### src/rtl/scr_defs.svh
/*
  Constants for the serial configuration register bank: offsets, field
  positions, reset values, pin indices and timing counts.
  Assumes inclusion by bare name from every design file that needs them.
*/
`ifndef SCR_DEFS_SVH
`define SCR_DEFS_SVH

`define SCR_ADDR_W          15
`define SCR_OFS_IFCFG       15'h0000
`define SCR_OFS_TYPE        15'h0003
`define SCR_OFS_ID_LOW      15'h0004
`define SCR_OFS_ID_HIGH     15'h0005
`define SCR_OFS_TEST_CTRL   15'h0520
`define SCR_OFS_CONST_I_LO  15'h0521
`define SCR_OFS_CONST_I_HI  15'h0522
`define SCR_OFS_CONST_Q_LO  15'h0523
`define SCR_OFS_CONST_Q_HI  15'h0524

`define SCR_IFCFG_RST_BIT   0
`define SCR_IFCFG_ORDER_BIT 1
`define SCR_IFCFG_STEP_BIT  2
`define SCR_IFCFG_SDOEN_BIT 3
`define SCR_TEST_EN_BIT     1

`define SCR_IFCFG_RESET     3'h0
`define SCR_TEST_CTRL_RESET 8'h1c
`define SCR_CONST_RESET     8'h00
`define SCR_UNMAPPED_READ   8'h00

`define SCR_PIN_CS          0
`define SCR_PIN_SCLK        1
`define SCR_PIN_SDIO        2
`define SCR_PIN_IDLE        3'h1

`define SCR_INSTR_LAST      4'hf
`define SCR_BYTE_LAST       4'h7

`define SCR_CLK_MHZ         200
`define SCR_SOFT_RESET_NS   80
`define SCR_SOFT_RESET_CYC  ((`SCR_SOFT_RESET_NS * `SCR_CLK_MHZ + 999) / 1000)

`endif

### src/rtl/scr_pkg.sv
/*
  Types of the serial configuration register bank.
  Assumes nothing beyond a SystemVerilog compiler.
*/
package scr_pkg;
  typedef enum logic [0:0] {
    ST_INSTR,
    ST_DATA
  } scr_state_type;

  typedef logic [7:0] scr_byte_type;
endpackage : scr_pkg

### src/rtl/scr_pin_if.sv
/*
  Carrier of the synchronised serial pin levels and their edge pulses.
  Assumes one clock shared by the pin front end and the core.
*/
interface scr_pin_if;
  logic [2:0] lvl;
  logic [2:0] rise;
  logic [2:0] fall;

  modport front (output lvl, output rise, output fall);
  modport core  (input lvl, input rise, input fall);
endinterface : scr_pin_if

### src/rtl/scr_pin_sync.sv
/*
  Three-flop synchronisers with agreement filter for the serial pins.
  Assumes the pins are asynchronous to i_clock and change far slower.
*/
`include "scr_defs.svh"

module scr_pin_sync (
  input  wire logic       i_clock,
  input  wire logic       i_reset,
  input  wire logic [2:0] i_pins,
  scr_pin_if.front        pin
);

  localparam logic [2:0] pin_idle = `SCR_PIN_IDLE;

  genvar g;
  generate
    for (g = 0; g < 3; g++) begin : g_pin
      logic s1_q;
      logic s2_q;
      logic s3_q;

      // s1 feeds only s2; a level counts once s2 and s3 agree
      always_ff @(posedge i_clock) begin
        if (i_reset) begin
          s1_q         <= pin_idle[g];
          s2_q         <= pin_idle[g];
          s3_q         <= pin_idle[g];
          pin.lvl[g]   <= pin_idle[g];
          pin.rise[g]  <= 1'b0;
          pin.fall[g]  <= 1'b0;
        end else begin
          s1_q        <= i_pins[g];
          s2_q        <= s1_q;
          s3_q        <= s2_q;
          pin.rise[g] <= (s2_q == s3_q) && s3_q && !pin.lvl[g];
          pin.fall[g] <= (s2_q == s3_q) && !s3_q && pin.lvl[g];
          if (s2_q == s3_q) begin
            pin.lvl[g] <= s3_q;
          end
        end
      end
    end
  endgenerate

endmodule : scr_pin_sync

### src/rtl/scr_top.sv
/*
  Serial-port configuration and identification register bank: 3/4-wire
  serial slave, interface configuration byte, type and id bytes, and the
  constant I/Q test registers.
  Assumes serial clock idles low, data sampled on its rising edge, and a
  serial clock at most one tenth of I_CLOCK.
*/
// Function
// address steps up if bit set, else down
// bit order selects lsb or msb first
// reset bit starts soft reset, self-clears
// fixed read-only product type code
// upper nibble mirrors lower nibble reversed
`include "scr_defs.svh"

module scr_top #(
  parameter logic [7:0] TYPE_CODE = 8'h5a,  // value arbitrary
  parameter logic [7:0] ID_LOW    = 8'h3c,  // value arbitrary
  parameter logic [7:0] ID_HIGH   = 8'ha7   // value arbitrary
) (
  input  wire logic        I_CLOCK,
  input  wire logic        I_RESET,
  input  wire logic        I_CS_N,
  input  wire logic        I_SCLK,
  input  wire logic        I_SDIO_IN,
  output logic             O_SDIO_OUT,
  output logic             O_SDIO_OE,
  output logic             O_SDO,
  output logic             O_SDO_OE,
  output logic             O_SOFT_RESET_ACTIVE,
  output logic             O_CONST_TEST_ENABLE,
  output logic [15:0]      O_CONST_I_SAMPLE,
  output logic [15:0]      O_CONST_Q_SAMPLE
);

  scr_pin_if pin ();

  scr_pin_sync u_sync (
    .i_clock (I_CLOCK),
    .i_reset (I_RESET),
    .i_pins  ({I_SDIO_IN, I_SCLK, I_CS_N}),
    .pin     (pin)
  );

  scr_pkg::scr_state_type       state_q;
  logic [3:0]                   bit_cnt_q;
  logic [15:0]                  shift_q;
  logic [15:0]                  shift_d;
  logic                         rw_q;
  logic [`SCR_ADDR_W-1:0]       addr_q;
  logic [`SCR_ADDR_W-1:0]       addr_step;
  logic [`SCR_ADDR_W-1:0]       rd_addr;
  scr_pkg::scr_byte_type        wr_byte;
  scr_pkg::scr_byte_type        rd_data;
  scr_pkg::scr_byte_type        tx_q;
  logic                         wr_en;
  logic                         rd_load;
  logic                         instr_done;
  logic                         byte_done;
  logic                         sel;

  logic                         rst_req_q;
  logic [4:0]                   rst_cnt_q;
  logic                         order_q;
  logic                         step_q;
  logic                         sdo_en_q;
  scr_pkg::scr_byte_type        test_ctrl_q;
  scr_pkg::scr_byte_type        ci_lo_q;
  scr_pkg::scr_byte_type        ci_hi_q;
  scr_pkg::scr_byte_type        cq_lo_q;
  scr_pkg::scr_byte_type        cq_hi_q;

  logic                         sdio_out_q;
  logic                         sdio_oe_q;
  logic                         sdo_q;
  logic                         sdo_oe_q;

  assign sel = !pin.lvl[`SCR_PIN_CS];

  // incoming bit lands at the top in lsb-first order, at the bottom otherwise
  always_comb begin
    if (order_q) begin
      shift_d = {pin.lvl[`SCR_PIN_SDIO], shift_q[15:1]};
      wr_byte = shift_d[15:8];
    end else begin
      shift_d = {shift_q[14:0], pin.lvl[`SCR_PIN_SDIO]};
      wr_byte = shift_d[7:0];
    end
  end

  // instruction word: bit 15 read flag, bits 14:0 address, either order
  assign instr_done = sel && pin.rise[`SCR_PIN_SCLK] && (state_q == scr_pkg::ST_INSTR)
                      && (bit_cnt_q == `SCR_INSTR_LAST);
  assign byte_done  = sel && pin.rise[`SCR_PIN_SCLK] && (state_q == scr_pkg::ST_DATA)
                      && (bit_cnt_q == `SCR_BYTE_LAST);

  assign addr_step = step_q ? addr_q + 1'b1 : addr_q - 1'b1;
  assign wr_en     = byte_done && !rw_q;
  assign rd_load   = (instr_done && shift_d[15]) || (byte_done && rw_q);
  assign rd_addr   = instr_done ? shift_d[`SCR_ADDR_W-1:0] : addr_step;

  always_comb begin
    case (rd_addr)
      `SCR_OFS_IFCFG:      rd_data = {rst_req_q, order_q, step_q, sdo_en_q,
                                      sdo_en_q, step_q, order_q, rst_req_q};
      `SCR_OFS_TYPE:       rd_data = TYPE_CODE;
      `SCR_OFS_ID_LOW:     rd_data = ID_LOW;
      `SCR_OFS_ID_HIGH:    rd_data = ID_HIGH;
      `SCR_OFS_TEST_CTRL:  rd_data = test_ctrl_q;
      `SCR_OFS_CONST_I_LO: rd_data = ci_lo_q;
      `SCR_OFS_CONST_I_HI: rd_data = ci_hi_q;
      `SCR_OFS_CONST_Q_LO: rd_data = cq_lo_q;
      `SCR_OFS_CONST_Q_HI: rd_data = cq_hi_q;
      default:             rd_data = `SCR_UNMAPPED_READ;
    endcase
  end

  // frame engine; deselect abandons any partial byte
  always_ff @(posedge I_CLOCK) begin
    if (I_RESET || !sel) begin
      state_q   <= scr_pkg::ST_INSTR;
      bit_cnt_q <= 4'h0;
      shift_q   <= 16'h0000;
      rw_q      <= 1'b0;
      addr_q    <= `SCR_OFS_IFCFG;
    end else if (pin.rise[`SCR_PIN_SCLK]) begin
      shift_q   <= shift_d;
      bit_cnt_q <= bit_cnt_q + 4'h1;
      case (state_q)
        scr_pkg::ST_INSTR: begin
          if (instr_done) begin
            state_q   <= scr_pkg::ST_DATA;
            bit_cnt_q <= 4'h0;
            rw_q      <= shift_d[15];
            addr_q    <= shift_d[`SCR_ADDR_W-1:0];
          end
        end
        scr_pkg::ST_DATA: begin
          if (byte_done) begin
            bit_cnt_q <= 4'h0;
            addr_q    <= addr_step;
          end
        end
        default: begin
          state_q <= scr_pkg::ST_INSTR;
        end
      endcase
    end
  end

  // read data: loaded on the last rising edge, shifted out on falling edges
  always_ff @(posedge I_CLOCK) begin
    if (I_RESET) begin
      tx_q       <= 8'h00;
      sdio_out_q <= 1'b0;
      sdo_q      <= 1'b0;
    end else if (rd_load) begin
      tx_q <= rd_data;
    end else if (sel && pin.fall[`SCR_PIN_SCLK] && (state_q == scr_pkg::ST_DATA) && rw_q) begin
      sdio_out_q <= order_q ? tx_q[0] : tx_q[7];
      sdo_q      <= order_q ? tx_q[0] : tx_q[7];
      tx_q       <= order_q ? {1'b0, tx_q[7:1]} : {tx_q[6:0], 1'b0};
    end
  end

  // drive only from the first falling edge of a read, so the host has let go
  always_ff @(posedge I_CLOCK) begin
    if (I_RESET || !sel || !rw_q || (state_q != scr_pkg::ST_DATA)) begin
      sdio_oe_q <= 1'b0;
      sdo_oe_q  <= 1'b0;
    end else if (pin.fall[`SCR_PIN_SCLK]) begin
      sdio_oe_q <= !sdo_en_q;
      sdo_oe_q  <= sdo_en_q;
    end
  end

  // soft reset request: a new request wins over the self-clear
  always_ff @(posedge I_CLOCK) begin
    if (I_RESET) begin
      rst_req_q <= 1'b0;
      rst_cnt_q <= 5'h00;
    end else if (wr_en && (addr_q == `SCR_OFS_IFCFG) && wr_byte[`SCR_IFCFG_RST_BIT]) begin
      rst_req_q <= 1'b1;
      rst_cnt_q <= 5'h00;
    end else if (rst_req_q) begin
      rst_cnt_q <= rst_cnt_q + 5'h01;
      if (rst_cnt_q == 5'(`SCR_SOFT_RESET_CYC - 1)) begin
        rst_req_q <= 1'b0;
      end
    end
  end

  // interface controls; a write in the same byte as a reset request is lost
  always_ff @(posedge I_CLOCK) begin
    if (I_RESET || rst_req_q) begin
      {sdo_en_q, step_q, order_q} <= `SCR_IFCFG_RESET;
    end else if (wr_en && (addr_q == `SCR_OFS_IFCFG)) begin
      sdo_en_q <= wr_byte[`SCR_IFCFG_SDOEN_BIT];
      step_q   <= wr_byte[`SCR_IFCFG_STEP_BIT];
      order_q  <= wr_byte[`SCR_IFCFG_ORDER_BIT];
    end
  end

  // test registers; type and id offsets have no storage, so writes vanish
  always_ff @(posedge I_CLOCK) begin
    if (I_RESET || rst_req_q) begin
      test_ctrl_q <= `SCR_TEST_CTRL_RESET;
      ci_lo_q     <= `SCR_CONST_RESET;
      ci_hi_q     <= `SCR_CONST_RESET;
      cq_lo_q     <= `SCR_CONST_RESET;
      cq_hi_q     <= `SCR_CONST_RESET;
    end else if (wr_en) begin
      case (addr_q)
        `SCR_OFS_TEST_CTRL:  test_ctrl_q <= wr_byte;
        `SCR_OFS_CONST_I_LO: ci_lo_q     <= wr_byte;
        `SCR_OFS_CONST_I_HI: ci_hi_q     <= wr_byte;
        `SCR_OFS_CONST_Q_LO: cq_lo_q     <= wr_byte;
        `SCR_OFS_CONST_Q_HI: cq_hi_q     <= wr_byte;
        default: begin
          test_ctrl_q <= test_ctrl_q;
        end
      endcase
    end
  end

  always_ff @(posedge I_CLOCK) begin
    if (I_RESET) begin
      O_SOFT_RESET_ACTIVE <= 1'b0;
      O_CONST_TEST_ENABLE <= 1'b0;
      O_CONST_I_SAMPLE    <= 16'h0000;
      O_CONST_Q_SAMPLE    <= 16'h0000;
    end else begin
      O_SOFT_RESET_ACTIVE <= rst_req_q;
      O_CONST_TEST_ENABLE <= test_ctrl_q[`SCR_TEST_EN_BIT];
      O_CONST_I_SAMPLE    <= {ci_hi_q, ci_lo_q};
      O_CONST_Q_SAMPLE    <= {cq_hi_q, cq_lo_q};
    end
  end

  assign O_SDIO_OUT = sdio_out_q;
  assign O_SDIO_OE  = sdio_oe_q;
  assign O_SDO      = sdo_q;
  assign O_SDO_OE   = sdo_oe_q;

endmodule : scr_top

### config.mk
export PLATFORM = sky130hd
export DESIGN_NAME = scr_top
export DESIGN_NICKNAME = d
export VERILOG_FILES = /design/src/rtl/scr_pkg.sv /design/src/rtl/scr_pin_if.sv /design/src/rtl/scr_pin_sync.sv /design/src/rtl/scr_top.sv
export VERILOG_INCLUDE_DIRS = /design/src /design/src/rtl
export SDC_FILE = /design/constraint.sdc
export NUM_CORES = 1
export LEC_CHECK = 0
export ABC_AREA = 1
export BUFFER_PORTS_ARGS = -buffer_cell sky130_fd_sc_hd__buf_4
export CAP_MARGIN = 15
export CORE_ASPECT_RATIO = 0.6
export CORE_MARGIN = 8
export CORE_UTILIZATION = 55
export DETAILED_ROUTE_END_ITERATION = 8
export GPL_TIMING_DRIVEN = 1
export PLACE_DENSITY = 0.73
export SLEW_MARGIN = 20
export SYNTH_ARGS = -nofsm -noshare
export SYNTH_HDL_FRONTEND = slang
export SYNTH_SLANG_ARGS = --single-unit
### constraint.sdc
create_clock -name I_CLOCK -period 3.68 [get_ports I_CLOCK]
set_input_delay 0.368 -clock I_CLOCK [delete_from_list [all_inputs] [get_ports I_CLOCK]]
set_output_delay 0.368 -clock I_CLOCK [all_outputs]
set_load 0.03 [all_outputs]
==> flow_summary.toml, run 1 <==
[clock_tree]
clock_sinks = 145
post_cts_resized = 0
clk_latency_ns = 0.42
cts_tree = "done"
numCtsBuffers = 17
cts_setup_buffers = 0
clk_path_buf_depth = 2
htreeDepth = 4
path_clk_slew_ns = 0.07
cts_hold_buf = 0
clockRootBuffer = "clkbuf_16"

[detailed_routing]
wl_met2_um = 7580
viasPerCell = 5.52
wl_per_cell_um = 16.0
ant_nets = 0
firstDrtPassIters = 6
remaining_drc_errors = 0
met3RoutedLength_um = 2680
m1WireLength_um = 10100
drt_iter0_drc = 836
totalWireLength_um = 20600
vias = 7111
routed.top_layer = "met4"

[timing]
holdWs_ns = 0.140
fin_worst_skew_ns = 0.0128
rsz0062_at_grt = "no"
layout_min_cycle_time_ns = 3.49
fmax_mhz = 286
slew_headroom_pct = 35.0
setup_viol = 0
finalSetupTns_ns = 0
timing.final.crit_share_pct = 94.9
report.final.slew_viol_count = 0
hold_viol = 0
tightest_slew_ns = 0.974

[die]
die_h_um = 105
rows = 32
die_area_mm2 = 0.0174
core-area_mm2 = 0.0129
io_pins = 43
start_util_pct = 56.8
die_x_um = 165

[synth]
syn_inst = 1066
avgSynthCellArea_um2 = 6.89
synth_cell_types = 43
synth_edf_count = 0
netlist_area_mm2 = 0.00734
ys_ff_latch = 145
async_flop_share_pct = 0
yosys_warnings = 0
synth_nets = 1090
synth_seq_area_share_pct = 39.5
ys.flop_type = "dfxtp_1"

[setup_path]
cp_data_arrival_time_ns = 3.83
path_class = "flop to flop"
crit_family = "simple AND/OR/NAND/NOR gates"
cp_max_fo = 14
cp-end-kind = "flop"
cp_slowest_cell = "ha_1"
crit_buf_inv = 1
crit_chain = "inv_1 > ha_1 > nand2_1 > nand3_1 > xor2_1 > o21ai_1 > nand3_1 > nor2_4 > nand3_1 > o21ai_0 > nor2_1 > nand2_1 > nand3_1 > a21oi_1"
required_ns = 4.02
crit_top_cell = "nand3_1"
cpPeakStageDelay_ns = 0.41
cp-start-kind = "flop"

[global_routing]
antenna_found_initial = 0
grtUsageTotal_pct = 23.8
grt_pass1_wl_um = 32700
grt_pass1_vias = 6033
gr-total-overflow = 0
grt_max_degree = 57

[placed_design]
dp_hpwl_um = 15300
io_buffers = 42
gp_congestion = 0.981

[worst_hold_path]
hold_path.class = "primary input to flop"

[cells_and_area]
syn2layout_area_growth_pct = 15.0
antenna_cells = 0
drive_above_1_share_pct = 11.1
final_nets = 1130

[flow_run]
cap_violations = 0

[power]
p_leak_nw = 3.90
peakVddDrop_uv = 292
power_density_mw_per_mm2 = 395

[status]
outcome = "finished clean"
-- state kept, by name, summed over array words and instances (netlist names), 4 cells and up --
name,count
shift_q,16
bit_cnt_q,4
tx_q,8
cq_lo_q,8
cq_hi_q,8
addr_q,15
ci_lo_q,8
test_ctrl_q,8
O_CONST_Q_SAMPLE,16
rst_cnt_q,5
O_CONST_I_SAMPLE,16
ci_hi_q,8
-- power by group --
part	total (W)	internal, W	switching, W
Sequential	0.00157	0.00157	0.00000158
Combinational	0.0000319	0.00000843	0.0000235
Clock	0.00173	0.000992	0.000735
Total	0.00333	0.00257	0.000760
-- cells by family (layout without fill, tap and decap cells) --
family / Yosys count / count (layout) / synth area share, %
flip-flops: 145 / 145 / 39.5
AO/OA/AOI/OAI: 217 / 217 / 16.3
buffers and inverters: 222 / 275 / 11.8
AND/OR/NAND/NOR: 458 / 458 / 28.4
adder cells (fa/ha/maj): 19 / 19 / 3.34
XOR/XNOR: 5 / 5 / 0.596
-- stage by stage --
step,power (W),util [%],cells,setup WS [ns],instance area (µm²)
after floorplan,0.00163,-,1066,0.979,7340
after global placement,0.00164,60.4,1255,0.305,7810
after detailed placement,0.00164,60.4,1255,0.265,7810
after CTS,0.00336,65.0,1287,0.241,8410
after global routing,0.00344,65.3,1289,0.0114,8450
final,0.00333,65.3,1289,0.187,8450
-- cells in the mapped netlist, types with 3 or more instances --
cell type	instances	share of area [%]
xor2_1	4	0.48
a221oi_1	4	0.48
a31oi_1	5	0.43
nor2_4	7	1.1
buf_2	11	0.75
or2_2	6	0.51
nor2_1	121	6.2
clkinv_1	4	0.20
o21ai_1	8	0.55
ha_1	18	3.1
nand2_1	188	9.6
o221a_2	4	0.61
nor4_1	5	0.43
nand4_1	39	3.3
nand3_1	65	4.4
inv_1	175	8.9
nand3b_1	4	0.41
and2_1	3	0.26
a21oi_1	95	6.5
inv_2	3	0.15
o22ai_1	4	0.34
a211oi_1	9	0.92
dfxtp_1	145	40
o211ai_1	8	0.82
buf_4	4	0.41
nor3_1	9	0.61
o21ai_0	76	5.2
clkbuf_1	22	1.1
nand3_2	3	0.41
-- worst reg2reg max path: stages (launching register included) --
cell	delay (ns)
dfxtp_1	0.32
inv_1	0.39
ha_1	0.42
nand2_1	0.13
nand3_1	0.17
xor2_1	0.24
o21ai_1	0.35
nand3_1	0.22
nor2_4	0.27
nand3_1	0.20
o21ai_0	0.29
nor2_1	0.12
nand2_1	0.07
nand3_1	0.07
a21oi_1	0.15
-- per-layer routing --
| layer | global-route usage [%] | vias to the layer above |
|---|---|---|
| met5 | 0 | - |
| met3 | 7.03 | 28 |
| met1 | 37.5 | 3132 |
| li1 | - | 3564 |
| met2 | 30.1 | 387 |
| met4 | 5.25 | 0 |
-- final timing paths --
path,start,to,slack [ns],cells past startpoint
min reg2reg,u_sync.g_pin[2].s1_q$_SDFF_PP0_,u_sync.g_pin[2].s2_q$_SDFF_PP0_,0.41,2
max,step_q$_SDFFE_PP0P_,tx_q[2]$_SDFFE_PP0P_,0.19,14
max reg2reg,step_q$_SDFFE_PP0P_,tx_q[2]$_SDFFE_PP0P_,0.19,14
min,I_SCLK,u_sync.g_pin[1].s1_q$_SDFF_PP0_,0.14,3
-- layout by cell type, fill, tap and decap left out, types with 2 or more instances in the layout --
| master | Yosys | final |
|---|---|---|
| nand2_1 | 188 | 188 |
| inv_1 | 175 | 175 |
| dfxtp_1 | 145 | 145 |
| nor2_1 | 121 | 121 |
| a21oi_1 | 95 | 95 |
| o21ai_0 | 76 | 76 |
| nand3_1 | 65 | 65 |
| buf_4 | 4 | 59 |
| nand4_1 | 39 | 39 |
| ha_1 | 18 | 18 |
| clkbuf_16 | 0 | 17 |
| nor3_1 | 9 | 9 |
| a211oi_1 | 9 | 9 |
| o21ai_1 | 8 | 8 |
| o211ai_1 | 8 | 8 |
| nor2_4 | 7 | 7 |
| or2_2 | 6 | 6 |
| a31oi_1 | 5 | 5 |
| nor4_1 | 5 | 5 |
| clkinv_4 | 0 | 5 |
| clkinv_1 | 4 | 4 |
| nand3b_1 | 4 | 4 |
| o221a_2 | 4 | 4 |
| a221oi_1 | 4 | 4 |
| xor2_1 | 4 | 4 |
| o22ai_1 | 4 | 4 |
| inv_2 | 3 | 3 |
| and2_1 | 3 | 3 |
| nand3_2 | 3 | 3 |
| inv_8 | 0 | 3 |
| inv_6 | 0 | 3 |
| nand2_4 | 2 | 2 |
| nor3_2 | 2 | 2 |
| clkbuf_8 | 0 | 2 |
| buf_12 | 0 | 2 |
-- layout make-up --
cell class / instances / area [µm²]
Timing Repair Buffer: 61 / 483
Clock inverter: 13 / 141
Multi-Input combinational cell: 699 / 3570
Tap cell: 170 / 213
Clock buffer: 19 / 453
Fill cell: 1198 / 4490
Sequential cell: 145 / 2900
Inverter: 182 / 683
No activity file was read; power rests on OpenSTA's default activity.
==> run 2: changes to the inputs <==
--- a/config.mk
+++ b/config.mk
@@ -9,12 +9,14 @@
 export ABC_AREA = 1
 export BUFFER_PORTS_ARGS = -buffer_cell sky130_fd_sc_hd__buf_4
 export CAP_MARGIN = 15
+export CELL_PAD_IN_SITES_DETAIL_PLACEMENT = 1
+export CELL_PAD_IN_SITES_GLOBAL_PLACEMENT = 1
 export CORE_ASPECT_RATIO = 0.6
 export CORE_MARGIN = 8
-export CORE_UTILIZATION = 55
+export CORE_UTILIZATION = 44
 export DETAILED_ROUTE_END_ITERATION = 8
 export GPL_TIMING_DRIVEN = 1
-export PLACE_DENSITY = 0.73
+export PLACE_DENSITY_LB_ADDON = 0.1
 export SLEW_MARGIN = 20
 export SYNTH_ARGS = -nofsm -noshare
 export SYNTH_HDL_FRONTEND = slang
==> run 2 against run 1 <==
Net effect: maximum frequency grew 0.12%; sequential power is essentially flat; sequential cell count is the same; core utilization shrank 12 points; register-to-register slack is essentially flat; clock power shrank 4%; non-clock buffer count grew 16; first-iteration DRC count shrank 18%; largest cell class unchanged; largest power group unchanged; highest routed layer unchanged.
==> flow_summary.toml, run 2 (same netlist as run 1, synthesis figures left out) <==
[power]
comb_power_share_pct = 1.0
power_density_mw_per_mm2 = 378
peakVddDrop_uv = 200
power_frac_clock_pct = 50.7
p_switching_w = 0.000800
p_leak_nw = 3.95
internal_power_w = 0.00246
p_sw_share_pct = 24.5
pwr-share-seq_pct = 48.2

[flow_run]
cap_violations = 0

[cells_and_area]
fill_cells = 2117
multi_input_area_mm2 = 0.00359
syn2layout_area_growth_pct = 17.7
final_nets = 1148
layout.cells.non_filler = 1365
reg_top3 = "O_CONST_I_SAMPLE (16), O_CONST_Q_SAMPLE (16), shift_q (16)"
antenna_cells = 0
final_common_cell = "nand2_1"
most-common-layout-cells = "187 x nand2_1, 174 x inv_1, 144 x dfxtp_1, 119 x nor2_1, 95 x a21oi_1"
drive_above_1_share_pct = 12.9
final_cell_area_mm2 = 0.00864
regArea_mm2 = 0.00290

[detailed_routing]
totalWireLength_um = 25500
vias = 7414
drt_iter0_drc = 683
wl_per_cell_um = 18.7
firstDrtPassIters = 5
viasPerCell = 5.43
remaining_drc_errors = 0
ant_nets = 0

[clock_tree]
path_clk_slew_ns = 0.07
htreeDepth = 4
clk_latency_ns = 0.43
numCtsBuffers = 17
clock_sinks = 145
cts_tree = "done"
clk_path_buf_depth = 2
clockRootBuffer = "clkbuf_16"

[setup_path]
cp-end-kind = "flop"
cpPeakStageDelay_ns = 0.40
crit_buf_inv = 3
ff2ff_setup_slack_ns = 0.19
crit_chain = "clkinvlp_4 > buf_4 > ha_1 > nand2_1 > nor2_2 > nand3_1 > nand3_1 > nand2_1 > nand3_1 > nand2_1 > nand2_1 > nor2_4 > buf_12 > nand3_1 > nand2_1 > nor2_1 > nand3_2 > nand3_1 > a21oi_1"
cp_slowest_cell = "dfxtp_2"
required_ns = 3.97
crit_family = "simple AND/OR/NAND/NOR gates"
cp-start-kind = "flop"
cp_max_fo = 10
cp_data_arrival_time_ns = 3.78
path_class = "flop to flop"

[die]
rows = 36
start_util_pct = 45.2
core-area_mm2 = 0.0163
die_x_um = 183
die_h_um = 116
io_pins = 43
die_area_mm2 = 0.0212

[placed_design]
io_buffers = 42
gp_congestion = 0.875
dp_cells = 1320
place_area_mm2 = 0.00795
dp_hpwl_um = 18700

[timing]
timing.final.crit_share_pct = 94.8
fmax_mhz = 287
holdWs_ns = 0.123
report.final.slew_viol_count = 0
slew_headroom_pct = 33.6
layout_min_cycle_time_ns = 3.49
tightest_slew_ns = 0.997
fin_worst_skew_ns = 0.0126
hold_viol = 0
setup_viol = 0

[global_routing]
grt_max_degree = 57
gr-total-overflow = 0
antenna_found_initial = 0
grt_pass1_wl_um = 39900
grt_pass1_vias = 7207
grtUsageTotal_pct = 24.1

[status]
outcome = "finished clean"

[worst_hold_path]
hold_path.class = "primary input to flop"
-- run 2: cell types whose count changed in the layout (fill, tap and decap cells not counted), moves of 2 or more --
cell	delta
buf_4	+15
clkbuf_8	-2
clkinv_4	-5
clkinvlp_4	+7
inv_6	+3
nor2_1	-2
nor2_2	+2
-- run 2: layer usage --
layer	vias to the layer above	share of wire [%]	global-route usage, %
li1	3590	-	-
met1	3546	51	35.6
met2	247	39	33.2
met3	31	9.0	7.01
met4	0	1.4	5.93
met5	-	0	0
-- run 2: final cells by class --
cell class / count / share of cell area [%]
multi-input combinational: 700 / 41.6
sequential: 145 / 33.6
inverter: 182 / 7.95
timing repair buffer: 77 / 7.12
clock buffer: 18 / 4.97
tap: 228 / 3.30
clock inverter: 14 / 1.39
timing repair inverter: 1 / 0.0869
-- run 2: power groups by stage --
stage               Combinational (W)  Clock [W]  Sequential [W]
floorplan                   0.0000222          0         0.00161
global placement            0.0000330          0         0.00161
detailed placement          0.0000336          0         0.00161
CTS                         0.0000340    0.00167         0.00157
global route                0.0000379    0.00174         0.00157
finish                      0.0000342    0.00166         0.00157
-- run 2: final timing paths --
path                            cells after the start                              end                             from
worst max-delay path                               19             tx_q[1]$_SDFFE_PP0P_              step_q$_SDFFE_PP0P_
worst min-delay path                                2  u_sync.g_pin[0].s1_q$_SDFF_PP1_                           I_CS_N
worst max register to register                     19             tx_q[1]$_SDFFE_PP0P_              step_q$_SDFFE_PP0P_
worst min register to register                      1  u_sync.g_pin[0].s2_q$_SDFF_PP1_  u_sync.g_pin[0].s1_q$_SDFF_PP1_
-- run 2: through the flow --
step           utilization (%)  setup WS [ns]  setup TNS (ns)  total power (W)
3_5_place_dp              48.9       -0.00268        -0.00268          0.00164
3_3_place_gp              48.9         0.0793               0          0.00164
4_1_cts                   52.5         0.0135               0          0.00328
5_1_grt                   53.1        -0.0208         -0.0209          0.00335
6_report                  53.1          0.191               0          0.00327
2_1_floorplan                -          0.979               0          0.00163
-- run 2: repair_timing --
item	CTS	global route
gates cloned	0	2
buffers inserted	5	6
hold buffers	0	0
setup endpoints to repair	4	8
resized for setup	1	10
endpoints found under the hold margin	0	0
pin swaps	0	2
==> run 3: changes to the inputs <==
--- a/config.mk
+++ b/config.mk
@@ -12,7 +12,7 @@
 export CELL_PAD_IN_SITES_DETAIL_PLACEMENT = 1
 export CELL_PAD_IN_SITES_GLOBAL_PLACEMENT = 1
 export CORE_ASPECT_RATIO = 0.6
-export CORE_MARGIN = 8
+export CORE_MARGIN = 3
 export CORE_UTILIZATION = 44
 export DETAILED_ROUTE_END_ITERATION = 8
 export GPL_TIMING_DRIVEN = 1
==> run 3 against run 2 <==
Net effect: first-iteration DRC count increased by 15%; global-route usage increased by 3.3 points; clock skew increased by 0.0026 ns; cell area down 1.7%; maximum frequency grew 0.94%; die area down 14%; non-clock buffer count shrank 13; routed wire length decreased by 2.5%; final cell count is 1.5% lower; power is 0.21% higher.
==> flow_summary.toml, run 3 (same netlist as run 1, synthesis figures left out) <==
[status]
outcome = "finished clean"

[placed_design]
dp_slack_ns = 0.128
io_buffers = 42
dp_hpwl_um = 18500
gp_congestion = 0.927

[detailed_routing]
vias = 7296
totalWireLength_um = 24800
remaining_drc_errors = 0
drt_iter0_drc = 783
ant_nets = 0
wl_per_cell_um = 18.5
firstDrtPassIters = 5
viasPerCell = 5.43

[setup_path]
path_class = "flop to flop"
required_ns = 4.03
cp-end-kind = "flop"
crit_buf_inv = 3
cp-start-kind = "flop"
crit_chain = "clkinvlp_4 > buf_12 > fa_1 > nand3_1 > nand3_1 > nand2_1 > nand2_1 > nand2_1 > nand3_1 > nand2_1 > nand3_1 > nor2_4 > buf_4 > and2_1 > nand3_1 > nand2_1 > nor2_1 > nand2_1 > nand3_1 > a21oi_1"
cp_max_fo = 15
crit_family = "simple AND/OR/NAND/NOR gates"
cpPeakStageDelay_ns = 0.47
cp_slowest_cell = "fa_1"
cp_data_arrival_time_ns = 3.81

[global_routing]
grt_max_degree = 57
grt_pass1_vias = 7127
grt_pass1_wl_um = 39700
antenna_found_initial = 0
gr-total-overflow = 0
grtUsageTotal_pct = 27.3

[clock_tree]
cts_hold_buf = 0
clk_path_buf_depth = 2
path_clk_slew_ns = 0.07
cts_tree = "done"
numCtsBuffers = 17
clockRootBuffer = "clkbuf_16"
clk_latency_ns = 0.42
htreeDepth = 4
clock_sinks = 145

[timing]
tightest_slew_ns = 0.990
slew_headroom_pct = 34.0
layout_min_cycle_time_ns = 3.46
setup_viol = 0
report.final.slew_viol_count = 0
hold_viol = 0
finalWorstSetupSlack_ns = 0.224
timing.final.crit_share_pct = 93.9
fmax_mhz = 289
fin_worst_skew_ns = 0.0152

[cells_and_area]
antenna_cells = 0
final_common_cell = "nand2_1"
syn2layout_area_growth_pct = 15.7
fin_util_pct = 53.6
reg_top3 = "O_CONST_I_SAMPLE (16), O_CONST_Q_SAMPLE (16), shift_q (16)"
final_nets = 1133
drive_above_1_share_pct = 11.8
most-common-layout-cells = "186 x nand2_1, 174 x inv_1, 145 x dfxtp_1, 120 x nor2_1, 95 x a21oi_1"

[die]
die_x_um = 173
die_area_mm2 = 0.0183
rows = 35
core-area_mm2 = 0.0159
start_util_pct = 46.3
die_h_um = 106
io_pins = 43

[flow_run]
cap_violations = 0

[power]
pwr-share-seq_pct = 48.1
power_density_mw_per_mm2 = 385
p_sw_share_pct = 24.6
power_frac_clock_pct = 50.9
comb_power_share_pct = 1.0
p_switching_w = 0.000806
peakVddDrop_uv = 303
internal_power_w = 0.00247
p_leak_nw = 3.90

[worst_hold_path]
hold_path.class = "primary input to flop"
==> run 3: cell types whose count changed in the layout (fill, tap and decap cells not counted), sizes merged <==
cell	before	now
clkinv	4	6
clkinvlp	8	5
buf	77	64
nor2	129	128
==> run 3: worst paths after layout <==
kind                                                         to  depth (start not counted)                            start  slack [ns]
worst max-delay path                       tx_q[6]$_SDFFE_PP0P_                         20              step_q$_SDFFE_PP0P_        0.22
worst min-delay path            u_sync.g_pin[0].s1_q$_SDFF_PP1_                          2                           I_CS_N        0.13
worst max register to register             tx_q[6]$_SDFFE_PP0P_                         20              step_q$_SDFFE_PP0P_        0.22
worst min register to register  u_sync.g_pin[0].s2_q$_SDFF_PP1_                          1  u_sync.g_pin[0].s1_q$_SDFF_PP1_        0.41
==> run 3: layout make-up <==
cell class	count	area (µm²)
clock buffer	18	429
timing repair buffer	64	493
sequential	145	2900
multi-input combinational	699	3590
tap	222	278
clock inverter	14	119
inverter	182	687
fill	2085	7360
==> run 3: what timing repair did <==
item,4_1_cts,5_1_grt
setup endpoints to repair,0,8
setup buffers,0,1
resized for setup,0,6
==> run 3: per-layer routing <==
metal | vias to the layer above | part of all wire (%) | track usage [%]
li1 | 3561 | - | -
met1 | 3449 | 51 | 42.1
met2 | 256 | 39 | 38.7
met3 | 30 | 9.0 | 6.00
met4 | 0 | 1.3 | 5.66
met5 | - | 0 | 0
==> run 3: per-stage QoR <==
step	hold WS (ns)	setup TNS (ns)	power [W]	std cells	cell area (µm²)
2_1_floorplan	0.388	0	0.00163	1066	7340
3_3_place_gp	0.391	0	0.00164	1311	7910
3_5_place_dp	0.397	0	0.00164	1311	7910
4_1_cts	0.123	0	0.00328	1343	8450
5_1_grt	0.132	-0.00625	0.00335	1344	8490
6_report	0.133	0	0.00327	1344	8490
==> run 3: power by group through the flow <==
| stage | Clock, W | Combinational, W | Sequential [W] |
|---|---|---|---|
| final | 0.00166 | 0.0000333 | 0.00157 |
| after global routing | 0.00174 | 0.0000377 | 0.00157 |
| after global placement | 0 | 0.0000321 | 0.00161 |
| after detailed placement | 0 | 0.0000332 | 0.00161 |
| after CTS | 0.00167 | 0.0000333 | 0.00157 |
| after floorplan | 0 | 0.0000222 | 0.00161 |
